<file path="src/core/cps_pkg.sv">
// constants for the color processing state field holder
package cps_pkg;

  // word indices of the held state words; byte address is four times the index
  localparam logic [5:0] CPS_IDX_FIRST      = 6'h1D; // contrast enable word (29)
  localparam logic [5:0] CPS_IDX_LUMA       = 6'h1E; // luma points 0..3 (30)
  localparam logic [5:0] CPS_IDX_BIAS       = 6'h21; // biases 1..4 (33)
  localparam logic [5:0] CPS_IDX_SLOPE      = 6'h24; // slopes 0,1 (36)
  localparam logic [5:0] CPS_IDX_SAT        = 6'h2A; // saturation 1..3, enable (42)
  localparam logic [5:0] CPS_IDX_BASE       = 6'h2C; // base colors 1..3 (44)
  localparam logic [5:0] CPS_IDX_TRANSIT    = 6'h2E; // transit slopes 12,23 (46)
  localparam logic [5:0] CPS_IDX_CBIAS      = 6'h31; // color biases 1..3 (49)
  localparam logic [5:0] CPS_IDX_CHROMA_THR = 6'h33; // chroma and skin thresholds (51)
  localparam logic [5:0] CPS_IDX_MAX_CHROMA = 6'h34; // max chroma color (52)
  localparam logic [5:0] CPS_IDX_BRIGHT     = 6'h35; // brightness and contrast (53)
  localparam logic [5:0] CPS_IDX_HUE        = 6'h36; // hue rotation (54)
  localparam logic [5:0] CPS_IDX_LAST       = 6'h37; // transform coefficients 0,1 (55)
  localparam int         CPS_NUM_WORDS      = 27;

  // field positions
  localparam int CPS_POS_ODD_SLOPE    = 16;
  localparam int CPS_POS_SAT_FACTOR   = 8;
  localparam int CPS_POS_TCC_ENABLE   = 7;
  localparam int CPS_POS_COLOR_BIAS   = 2;
  localparam int CPS_POS_CHROMA_THR   = 24;
  localparam int CPS_POS_CHROMA_BITS  = 16;
  localparam int CPS_POS_SKIN_THR     = 8;
  localparam int CPS_POS_SKIN_SLOPE   = 0;
  localparam int CPS_POS_INV_MAX      = 16;
  localparam int CPS_POS_CONTRAST     = 17;
  localparam int CPS_POS_BRIGHTNESS   = 1;
  localparam int CPS_POS_ADJ_ENABLE   = 0;
  localparam int CPS_POS_HUE_COS      = 16;
  localparam int CPS_POS_COEF1        = 16;
  localparam int CPS_POS_COEF0        = 3;

  // reset contents, word 55 first down to word 29
  localparam logic [CPS_NUM_WORDS-1:0][31:0] CPS_WORD_RESET = {
    32'h00002000, 32'h01000000, 32'h00020001, 32'h009201C0, 32'h03030000,
    32'h00000000, 32'h00096000, 32'h01790174, 32'h0197046B, 32'h02E80195,
    32'h3E3CCE91, 32'h1E34CC91, 32'hDCDCDC00, 32'hDCDCDC00, 32'h00000400,
    32'h04000400, 32'h04000400, 32'h04000400, 32'h04000400, 32'h04000400,
    32'h0000D8C4, 32'hB09C8874, 32'h604C3824, 32'hEBD8C4B0, 32'h9C887460,
    32'h4C382410, 32'h00000000};

  // bits that hold fields; all others are reserved and stored as zero
  localparam logic [CPS_NUM_WORDS-1:0][31:0] CPS_WORD_MASK = {
    32'h1FFFFFF8, 32'hFFFFFFFF, 32'h0FFE1FFF, 32'hFFFF01FF, 32'h7F071F07,
    32'hFFFFFFFC, 32'hFFFFFFFC, 32'hFFFFFFFF, 32'hFFFFFFFF, 32'hFFFFFFFF,
    32'h3FFFFFFF, 32'h3FFFFFFF, 32'hFFFFFF00, 32'hFFFFFF80, 32'h000007FF,
    32'h07FF07FF, 32'h07FF07FF, 32'h07FF07FF, 32'h07FF07FF, 32'h07FF07FF,
    32'h0000FFFF, 32'hFFFFFFFF, 32'hFFFFFFFF, 32'hFFFFFFFF, 32'hFFFFFFFF,
    32'hFFFFFFFF, 32'h00000001};

  localparam logic [31:0] CPS_READ_UNMAPPED = 32'h00000000;

  typedef struct packed {
    logic [CPS_NUM_WORDS-1:0][31:0] words;
    logic [31:0]                    rd_data;
    logic [5:0]                     next_idx;
    logic                           state_valid;
  } cps_state_t;

endpackage : cps_pkg

</file>
<file path="src/core/cps_state_fields.sv">
// holder and decoder for contrast, color control, adjust and transform state
//
// The register offsets and the plain strobed port were left to the implementer.
`timescale 1ns/1ps
`default_nettype none

module cps_state_fields (
  // clock and reset
  input  wire logic               i_clk,
  input  wire logic               i_reset,
  // register port
  input  wire logic [7:0]         i_addr,
  input  wire logic [31:0]        i_wdata,
  input  wire logic               i_wr,
  input  wire logic               i_rd,
  output logic      [31:0]        o_rdata,
  // load status
  output logic                    o_state_valid,
  // adaptive contrast
  output logic                    o_adaptive_contrast_en,
  output logic      [11:0][7:0]   o_luma_point,
  output logic      [9:0][7:0]    o_luma_bias,
  output logic      [10:0][10:0]  o_luma_slope,
  // total color control
  output logic                    o_total_color_control_en,
  output logic      [5:0][7:0]    o_saturation_factor,
  output logic      [5:0][9:0]    o_base_color,
  output logic      [5:0][15:0]   o_transit_slope,
  output logic      [5:0][9:0]    o_color_bias,
  output logic      [6:0]         o_chroma_threshold,
  output logic      [2:0]         o_chroma_width_bits,
  output logic      [4:0]         o_skin_tone_enhance_threshold,
  output logic      [2:0]         o_skin_tone_enhance_slope_bits,
  output logic      [8:0]         o_max_chroma_color,
  output logic      [15:0]        o_inv_max_chroma_color,
  // brightness and contrast adjust
  output logic                    o_brightness_contrast_adjust_en,
  output logic      [10:0]        o_contrast,
  output logic      [11:0]        o_brightness,
  output logic      [15:0]        o_hue_cos,
  output logic      [15:0]        o_hue_sin,
  // color space transform
  output logic      [12:0]        o_color_space_transform_coef0,
  output logic      [12:0]        o_color_space_transform_coef1
);

  cps_pkg::cps_state_t state_q;
  cps_pkg::cps_state_t state_d;

  logic [5:0] acc_idx;
  logic       acc_hit;
  logic [4:0] acc_slot;

  // position of a word index within the held array
  function automatic logic [4:0] slot_of(input logic [5:0] idx);
    logic [5:0] diff;
    diff = idx - cps_pkg::CPS_IDX_FIRST;
    return diff[4:0];
  endfunction

  // fetch a held word by its index
  function automatic logic [31:0] word_at(input cps_pkg::cps_state_t s,
                                          input logic [5:0] idx);
    return s.words[slot_of(idx)];
  endfunction

  assign acc_idx  = i_addr[7:2];
  assign acc_slot = slot_of(acc_idx);
  assign acc_hit  = (i_addr[1:0] == 2'h0) &&
                    (acc_idx >= cps_pkg::CPS_IDX_FIRST) &&
                    (acc_idx <= cps_pkg::CPS_IDX_LAST);

  always_comb begin
    state_d = state_q;
    state_d.rd_data = cps_pkg::CPS_READ_UNMAPPED;
    if (i_rd && acc_hit) begin
      state_d.rd_data = state_q.words[acc_slot];
    end
    if (i_wr && acc_hit) begin
      // reserved bits are dropped so they always read back as zero
      state_d.words[acc_slot] = i_wdata & cps_pkg::CPS_WORD_MASK[acc_slot];
      // a pass starts at the first word; any skip voids it until restarted
      if (acc_idx == cps_pkg::CPS_IDX_FIRST) begin
        state_d.next_idx    = acc_idx + 6'h01;
        state_d.state_valid = 1'b0;
      end else if (acc_idx == state_q.next_idx) begin
        state_d.next_idx    = acc_idx + 6'h01;
        state_d.state_valid = (acc_idx == cps_pkg::CPS_IDX_LAST);
      end else begin
        state_d.next_idx    = cps_pkg::CPS_IDX_FIRST;
        state_d.state_valid = 1'b0;
      end
    end
  end

  always_ff @(posedge i_clk) begin
    if (i_reset) begin
      // reset contents are the documented defaults, so they count as loaded
      state_q.words       <= cps_pkg::CPS_WORD_RESET;
      state_q.rd_data     <= cps_pkg::CPS_READ_UNMAPPED;
      state_q.next_idx    <= cps_pkg::CPS_IDX_FIRST;
      state_q.state_valid <= 1'b1;
    end else begin
      state_q <= state_d;
    end
  end

  assign o_rdata       = state_q.rd_data;
  assign o_state_valid = state_q.state_valid;

  // adaptive contrast curve
  assign o_adaptive_contrast_en = state_q.words[0][0];

  always_comb begin
    for (int p = 0; p < 12; p++) begin
      o_luma_point[p] = state_q.words[slot_of(cps_pkg::CPS_IDX_LUMA) + 5'(p / 4)]
                                     [8 * (p % 4) +: 8];
    end
    for (int b = 0; b < 10; b++) begin
      o_luma_bias[b] = state_q.words[slot_of(cps_pkg::CPS_IDX_BIAS) + 5'(b / 4)]
                                    [8 * (b % 4) +: 8];
    end
    for (int s = 0; s < 11; s++) begin
      o_luma_slope[s] = state_q.words[slot_of(cps_pkg::CPS_IDX_SLOPE) + 5'(s / 2)]
                                     [cps_pkg::CPS_POS_ODD_SLOPE * (s % 2) +: 11];
    end
  end

  // total color control
  assign o_total_color_control_en =
    word_at(state_q, cps_pkg::CPS_IDX_SAT)[cps_pkg::CPS_POS_TCC_ENABLE];

  always_comb begin
    for (int k = 0; k < 6; k++) begin
      // factors 1..3 and 4..6 sit in the same lanes of two words
      o_saturation_factor[k] = state_q.words[slot_of(cps_pkg::CPS_IDX_SAT) + 5'(k / 3)]
                                 [cps_pkg::CPS_POS_SAT_FACTOR + 8 * (k % 3) +: 8];
      o_base_color[k]        = state_q.words[slot_of(cps_pkg::CPS_IDX_BASE) + 5'(k / 3)]
                                 [10 * (k % 3) +: 10];
      // entry k is the slope from color k+1 to the next, the last wraps to 1
      o_transit_slope[k]     = state_q.words[slot_of(cps_pkg::CPS_IDX_TRANSIT) + 5'(k / 2)]
                                 [16 * (k % 2) +: 16];
      o_color_bias[k]        = state_q.words[slot_of(cps_pkg::CPS_IDX_CBIAS) + 5'(k / 3)]
                                 [cps_pkg::CPS_POS_COLOR_BIAS + 10 * (k % 3) +: 10];
    end
  end

  assign o_chroma_threshold =
    word_at(state_q, cps_pkg::CPS_IDX_CHROMA_THR)[cps_pkg::CPS_POS_CHROMA_THR +: 7];
  assign o_chroma_width_bits =
    word_at(state_q, cps_pkg::CPS_IDX_CHROMA_THR)[cps_pkg::CPS_POS_CHROMA_BITS +: 3];
  assign o_skin_tone_enhance_threshold =
    word_at(state_q, cps_pkg::CPS_IDX_CHROMA_THR)[cps_pkg::CPS_POS_SKIN_THR +: 5];
  assign o_skin_tone_enhance_slope_bits =
    word_at(state_q, cps_pkg::CPS_IDX_CHROMA_THR)[cps_pkg::CPS_POS_SKIN_SLOPE +: 3];
  // reciprocal is supplied by software; nothing here checks it against the color
  assign o_max_chroma_color =
    word_at(state_q, cps_pkg::CPS_IDX_MAX_CHROMA)[8:0];
  assign o_inv_max_chroma_color =
    word_at(state_q, cps_pkg::CPS_IDX_MAX_CHROMA)[cps_pkg::CPS_POS_INV_MAX +: 16];

  // brightness, contrast and hue
  assign o_contrast =
    word_at(state_q, cps_pkg::CPS_IDX_BRIGHT)[cps_pkg::CPS_POS_CONTRAST +: 11];
  assign o_brightness =
    word_at(state_q, cps_pkg::CPS_IDX_BRIGHT)[cps_pkg::CPS_POS_BRIGHTNESS +: 12];
  assign o_brightness_contrast_adjust_en =
    word_at(state_q, cps_pkg::CPS_IDX_BRIGHT)[cps_pkg::CPS_POS_ADJ_ENABLE];
  assign o_hue_cos =
    word_at(state_q, cps_pkg::CPS_IDX_HUE)[cps_pkg::CPS_POS_HUE_COS +: 16];
  assign o_hue_sin = word_at(state_q, cps_pkg::CPS_IDX_HUE)[15:0];

  // color space transform
  assign o_color_space_transform_coef0 =
    word_at(state_q, cps_pkg::CPS_IDX_LAST)[cps_pkg::CPS_POS_COEF0 +: 13];
  assign o_color_space_transform_coef1 =
    word_at(state_q, cps_pkg::CPS_IDX_LAST)[cps_pkg::CPS_POS_COEF1 +: 13];

endmodule // cps_state_fields

`default_nettype wire

</file>
<file path="config.mk">
export PLATFORM = sky130hd
export DESIGN_NAME = cps_state_fields
export DESIGN_NICKNAME = d
export VERILOG_FILES = /design/src/core/cps_pkg.sv /design/src/core/cps_state_fields.sv
export SDC_FILE = /design/constraint.sdc
export NUM_CORES = 2
export LEC_CHECK = 0
export BUFFER_PORTS_ARGS = -buffer_cell sky130_fd_sc_hd__buf_4
export CAP_MARGIN = 0
export CELL_PAD_IN_SITES_DETAIL_PLACEMENT = 0
export CELL_PAD_IN_SITES_GLOBAL_PLACEMENT = 2
export CORE_MARGIN = 5
export CORE_UTILIZATION = 36
export DETAILED_ROUTE_END_ITERATION = 10
export MAX_ROUTING_LAYER = met4
export PLACE_DENSITY = 0.9
export SLEW_MARGIN = 20
export SYNTH_ARGS = -nofsm -noshare
export SYNTH_HDL_FRONTEND = slang
export SYNTH_SLANG_ARGS = --single-unit
</file>
<file path="constraint.sdc">
create_clock -name i_clk -period 10.4 [get_ports i_clk]
set_input_delay 2.08 -clock i_clk [delete_from_list [all_inputs] [get_ports i_clk]]
set_output_delay 2.08 -clock i_clk [all_outputs]
set_load 0.005 [all_outputs]
</file>
==> flow_metrics.env <==
export IMPL_synth_async_sr_flop_share_pct=0
export IMPL_tritoncts_num_buffers=104
export IMPL_drt_pre_antenna_iters=6
export IMPL_row_count=127
export IMPL_floorplan_die_area_um2=129000
export IMPL_post_cts_resized=0
export IMPL_placeableCoreArea_um2=120000
export IMPL_n_fill_cell=12100
export IMPL_final_instance_count_excl_fill=6591
export IMPL_clk_pin_slew_ps=60
export IMPL_ir_drop_mv=0.123
export IMPL_timing_final_crit_period_ps=5730
export IMPL_synth_seq_area_share_pct=41.3
export IMPL_post_cts_setup_buffer_count=0
export IMPL_p_leak_uw=0.0189
export IMPL_finalSetupViolations=0
export IMPL_ff_latch_area_um2=18100
export IMPL_share_of_post_route_cells_with_drive_strength_above_1_pct=26.0
export IMPL_wl_per_cell_um=33.1
export IMPL_clock_latency_ps=700
export IMPL_multi_input_comb_area_um2=18600
export IMPL_antenna_found_initial=23
export IMPL_post_route_cell_area_um2=48800
export IMPL_post_synth_num_cell_types=90
export IMPL_post_synth_instance_area_um2=43700
export IMPL_synthCells=5057
export IMPL_synth_top_area_share_pct=41.3
export IMPL_grt_setup_unrepaired="no"
export IMPL_timing_clock_skew_ps=21.6
export IMPL_drc_errors=0
export IMPL_max_slew_worst_pin_slew_ps=1180
export IMPL_floorplan_initialDensity_pct=36.4
export IMPL_pwr_density_cell_nw_per_um2=164
export IMPL_maxCapViolations=0
export IMPL_antenna_violating_nets_post_route=0
export IMPL_grt_ovf=0
export IMPL_io_buffers=764
export IMPL_finalHoldViolations=0
export IMPL_detailed_place_area_um2=45300
export IMPL_tns_ps=0
export IMPL_maximum_number_of_pins_on_one_net_before_global_route_repair=195
export IMPL_critical_path_endpoint_type="register"
export IMPL_grt_use_total_pct=33.2
export IMPL_floorplan_die_height_um=359
export IMPL_vias_per_cell=5.76
export IMPL_initialDrtViolationCount=4886
export IMPL_yosysTopAreaCell="dfxtp_1"
export IMPL_synthTopCellsByArea="dfxtp_1 (41%), buf_4 (13%), mux4_2 (9.9%)"
export IMPL_final_max_slew_viol_count=0
export IMPL_timing_final_ws_setup_ps=4670
export IMPL_global_route_wire_length_before_repair_um=294000
export IMPL_maxSlewHeadroom_pct=20.6
export IMPL_min_path_type="register to register"
export IMPL_gpl_final_weighted_congestion=0.974
export IMPL_grt_pass1_vias=34900
export IMPL_period_utilisation_layout_pct=55.1
export IMPL_layout_area_overhead_vs_synth_pct=11.6
export IMPL_worst_setup_path_start_kind="input pin"
export IMPL_critPathMaxFanout=36
export IMPL_commonest_non_fill_non_tap_cell_in_the_layout="nand2_1"
export IMPL_root_buffer="clkbuf_16"
export IMPL_synth_edf_count=0
export IMPL_setup_slack_placement_ps=4130
export IMPL_syn_nets=5106
export IMPL_io_pin_count=765
export IMPL_cts_tree="built"
export IMPL_worst_endpoint_required_ps=10970
export IMPL_dp_cells=6386
export IMPL_layout_common_cells="nand2_1 (1135), dfxtp_1 (903), buf_4 (852), a21oi_1 (677), mux4_2 (192)"
export IMPL_detailroute_via_count=38000
export IMPL_syn_avg_cell_area_um2=8.65
export IMPL_fmax_mhz=174
export IMPL_htreeDepth=3
export IMPL_final_nets=4931
export IMPL_synthesis_yosys_warnings=0
export IMPL_timing_setup_critical_path_class="input pin to register"
export IMPL_worstPathArrival_ps=6300
export IMPL_width_of_the_chip_um=359
export IMPL_postSynth_topFlopCell="dfxtp_1"
export IMPL_dpl_hpwl_um=156000
export IMPL_routed_wirelength_um=218000
export IMPL_cts_buffer_depth=3
export IMPL_run_status="finished, final reports clean"
export IMPL_cts_num_sinks=903
export IMPL_post_cts_hold_buffer_count=0
export IMPL_synth_seq_cells=903
==> state kept, by name (all words and copies together) (netlist names), 7 cells and up <==
register / cells
o_hue_sin: 16
o_contrast: 11
o_luma_slope: 121
o_color_space_transform_coef0: 13
o_base_color: 60
o_brightness: 12
o_inv_max_chroma_color: 16
o_rdata: 32
state_q: 182
o_saturation_factor: 48
o_max_chroma_color: 9
o_luma_point: 96
o_chroma_threshold: 7
o_color_space_transform_coef1: 13
o_transit_slope: 96
o_color_bias: 60
o_hue_cos: 16
o_luma_bias: 80
==> logic make-up (layout without fill, tap and decap cells) <==
group	count (synthesis)	in the layout	share of synthesized area [%]
xor+xnor	16	16	0.380
buf+inv	1160	1068	16.7
flops	903	903	41.3
other cells	0	14	0
compound gates	1061	1061	13.4
fa+ha+maj	5	5	0.143
simple gates	1653	1653	16.6
mux	259	259	11.4
==> per-stage QoR <==
step / total power [uW] / hold slack, ps / utilization [%]
6_report: 8010 / 452 / 40.6
5_1_grt: 8190 / 469 / 40.6
4_1_cts: 8030 / 451 / 40.5
3_5_place_dp: 4260 / 443 / 37.6
3_3_place_gp: 4260 / 438 / 37.6
2_1_floorplan: 3930 / 429 / -
==> worst max-delay path, cell delays in order <==
cell	delay, ps
buf_8	300
clkinv_1	160
buf_4	310
ha_4	380
xnor2_1	340
o32a_1	210
buf_4	470
o211ai_2	300
nor2_2	450
buf_4	460
nand2_1	440
o211ai_1	290
==> per-layer routing <==
metal	global-route usage [%]	routed length, um	vias to the layer above
li1	-	-	16300
met1	42.3	85400	18900
met2	49.6	96700	2404
met3	8.90	24400	400
met4	14.7	11500	0
met5	-	0	-
==> Yosys cell counts (all sizes together), types with 5 or more instances <==
cell type / number
ha: 5
nor2: 97
xor2: 9
a21oi: 679
mux4: 192
clkbuf: 264
o211ai: 60
o31ai: 17
nor3b: 8
buf: 879
a211oi: 7
nand3: 151
and3: 141
mux2i: 67
and4: 6
nor4: 11
or3: 8
and2: 7
dfxtp: 903
or2: 6
nor2b: 7
inv: 16
xnor2: 7
o21a: 7
nand4: 14
o22ai: 69
nand2b: 6
nor3: 48
o21ai: 178
nand2: 1136
==> report_power, final <==
| part | internal (uW) | leakage, uW | switching (uW) |
|---|---|---|---|
| Clock | 2240 | 0.00173 | 1570 |
| Combinational | 180 | 0.00989 | 554 |
| Sequential | 3460 | 0.00728 | 5.21 |
==> final cells by class <==
type | count | share of cell area, %
well taps | 1612 | 4.13
clock buffers | 168 | 6.63
clock inverters | 21 | 0.541
repair buffers | 862 | 13.4
diodes | 14 | 0.0718
multi-input cells | 2994 | 38.0
flip-flops and latches | 903 | 37.0
inverters | 17 | 0.146
==> path summary, 6_finish.rpt <==
check / endpoint / start / cells after the start / slack (ps)
max reg2reg: o_rdata[20] / o_transit_slope[20] / 5 / 8360
max: o_saturation_factor[10] / i_addr[2] / 12 / 4670
min reg2reg: state_q[453] / state_q[453] / 2 / 450
min: state_q[453] / state_q[453] / 2 / 450
No activity file was read; power rests on OpenSTA's default activity.
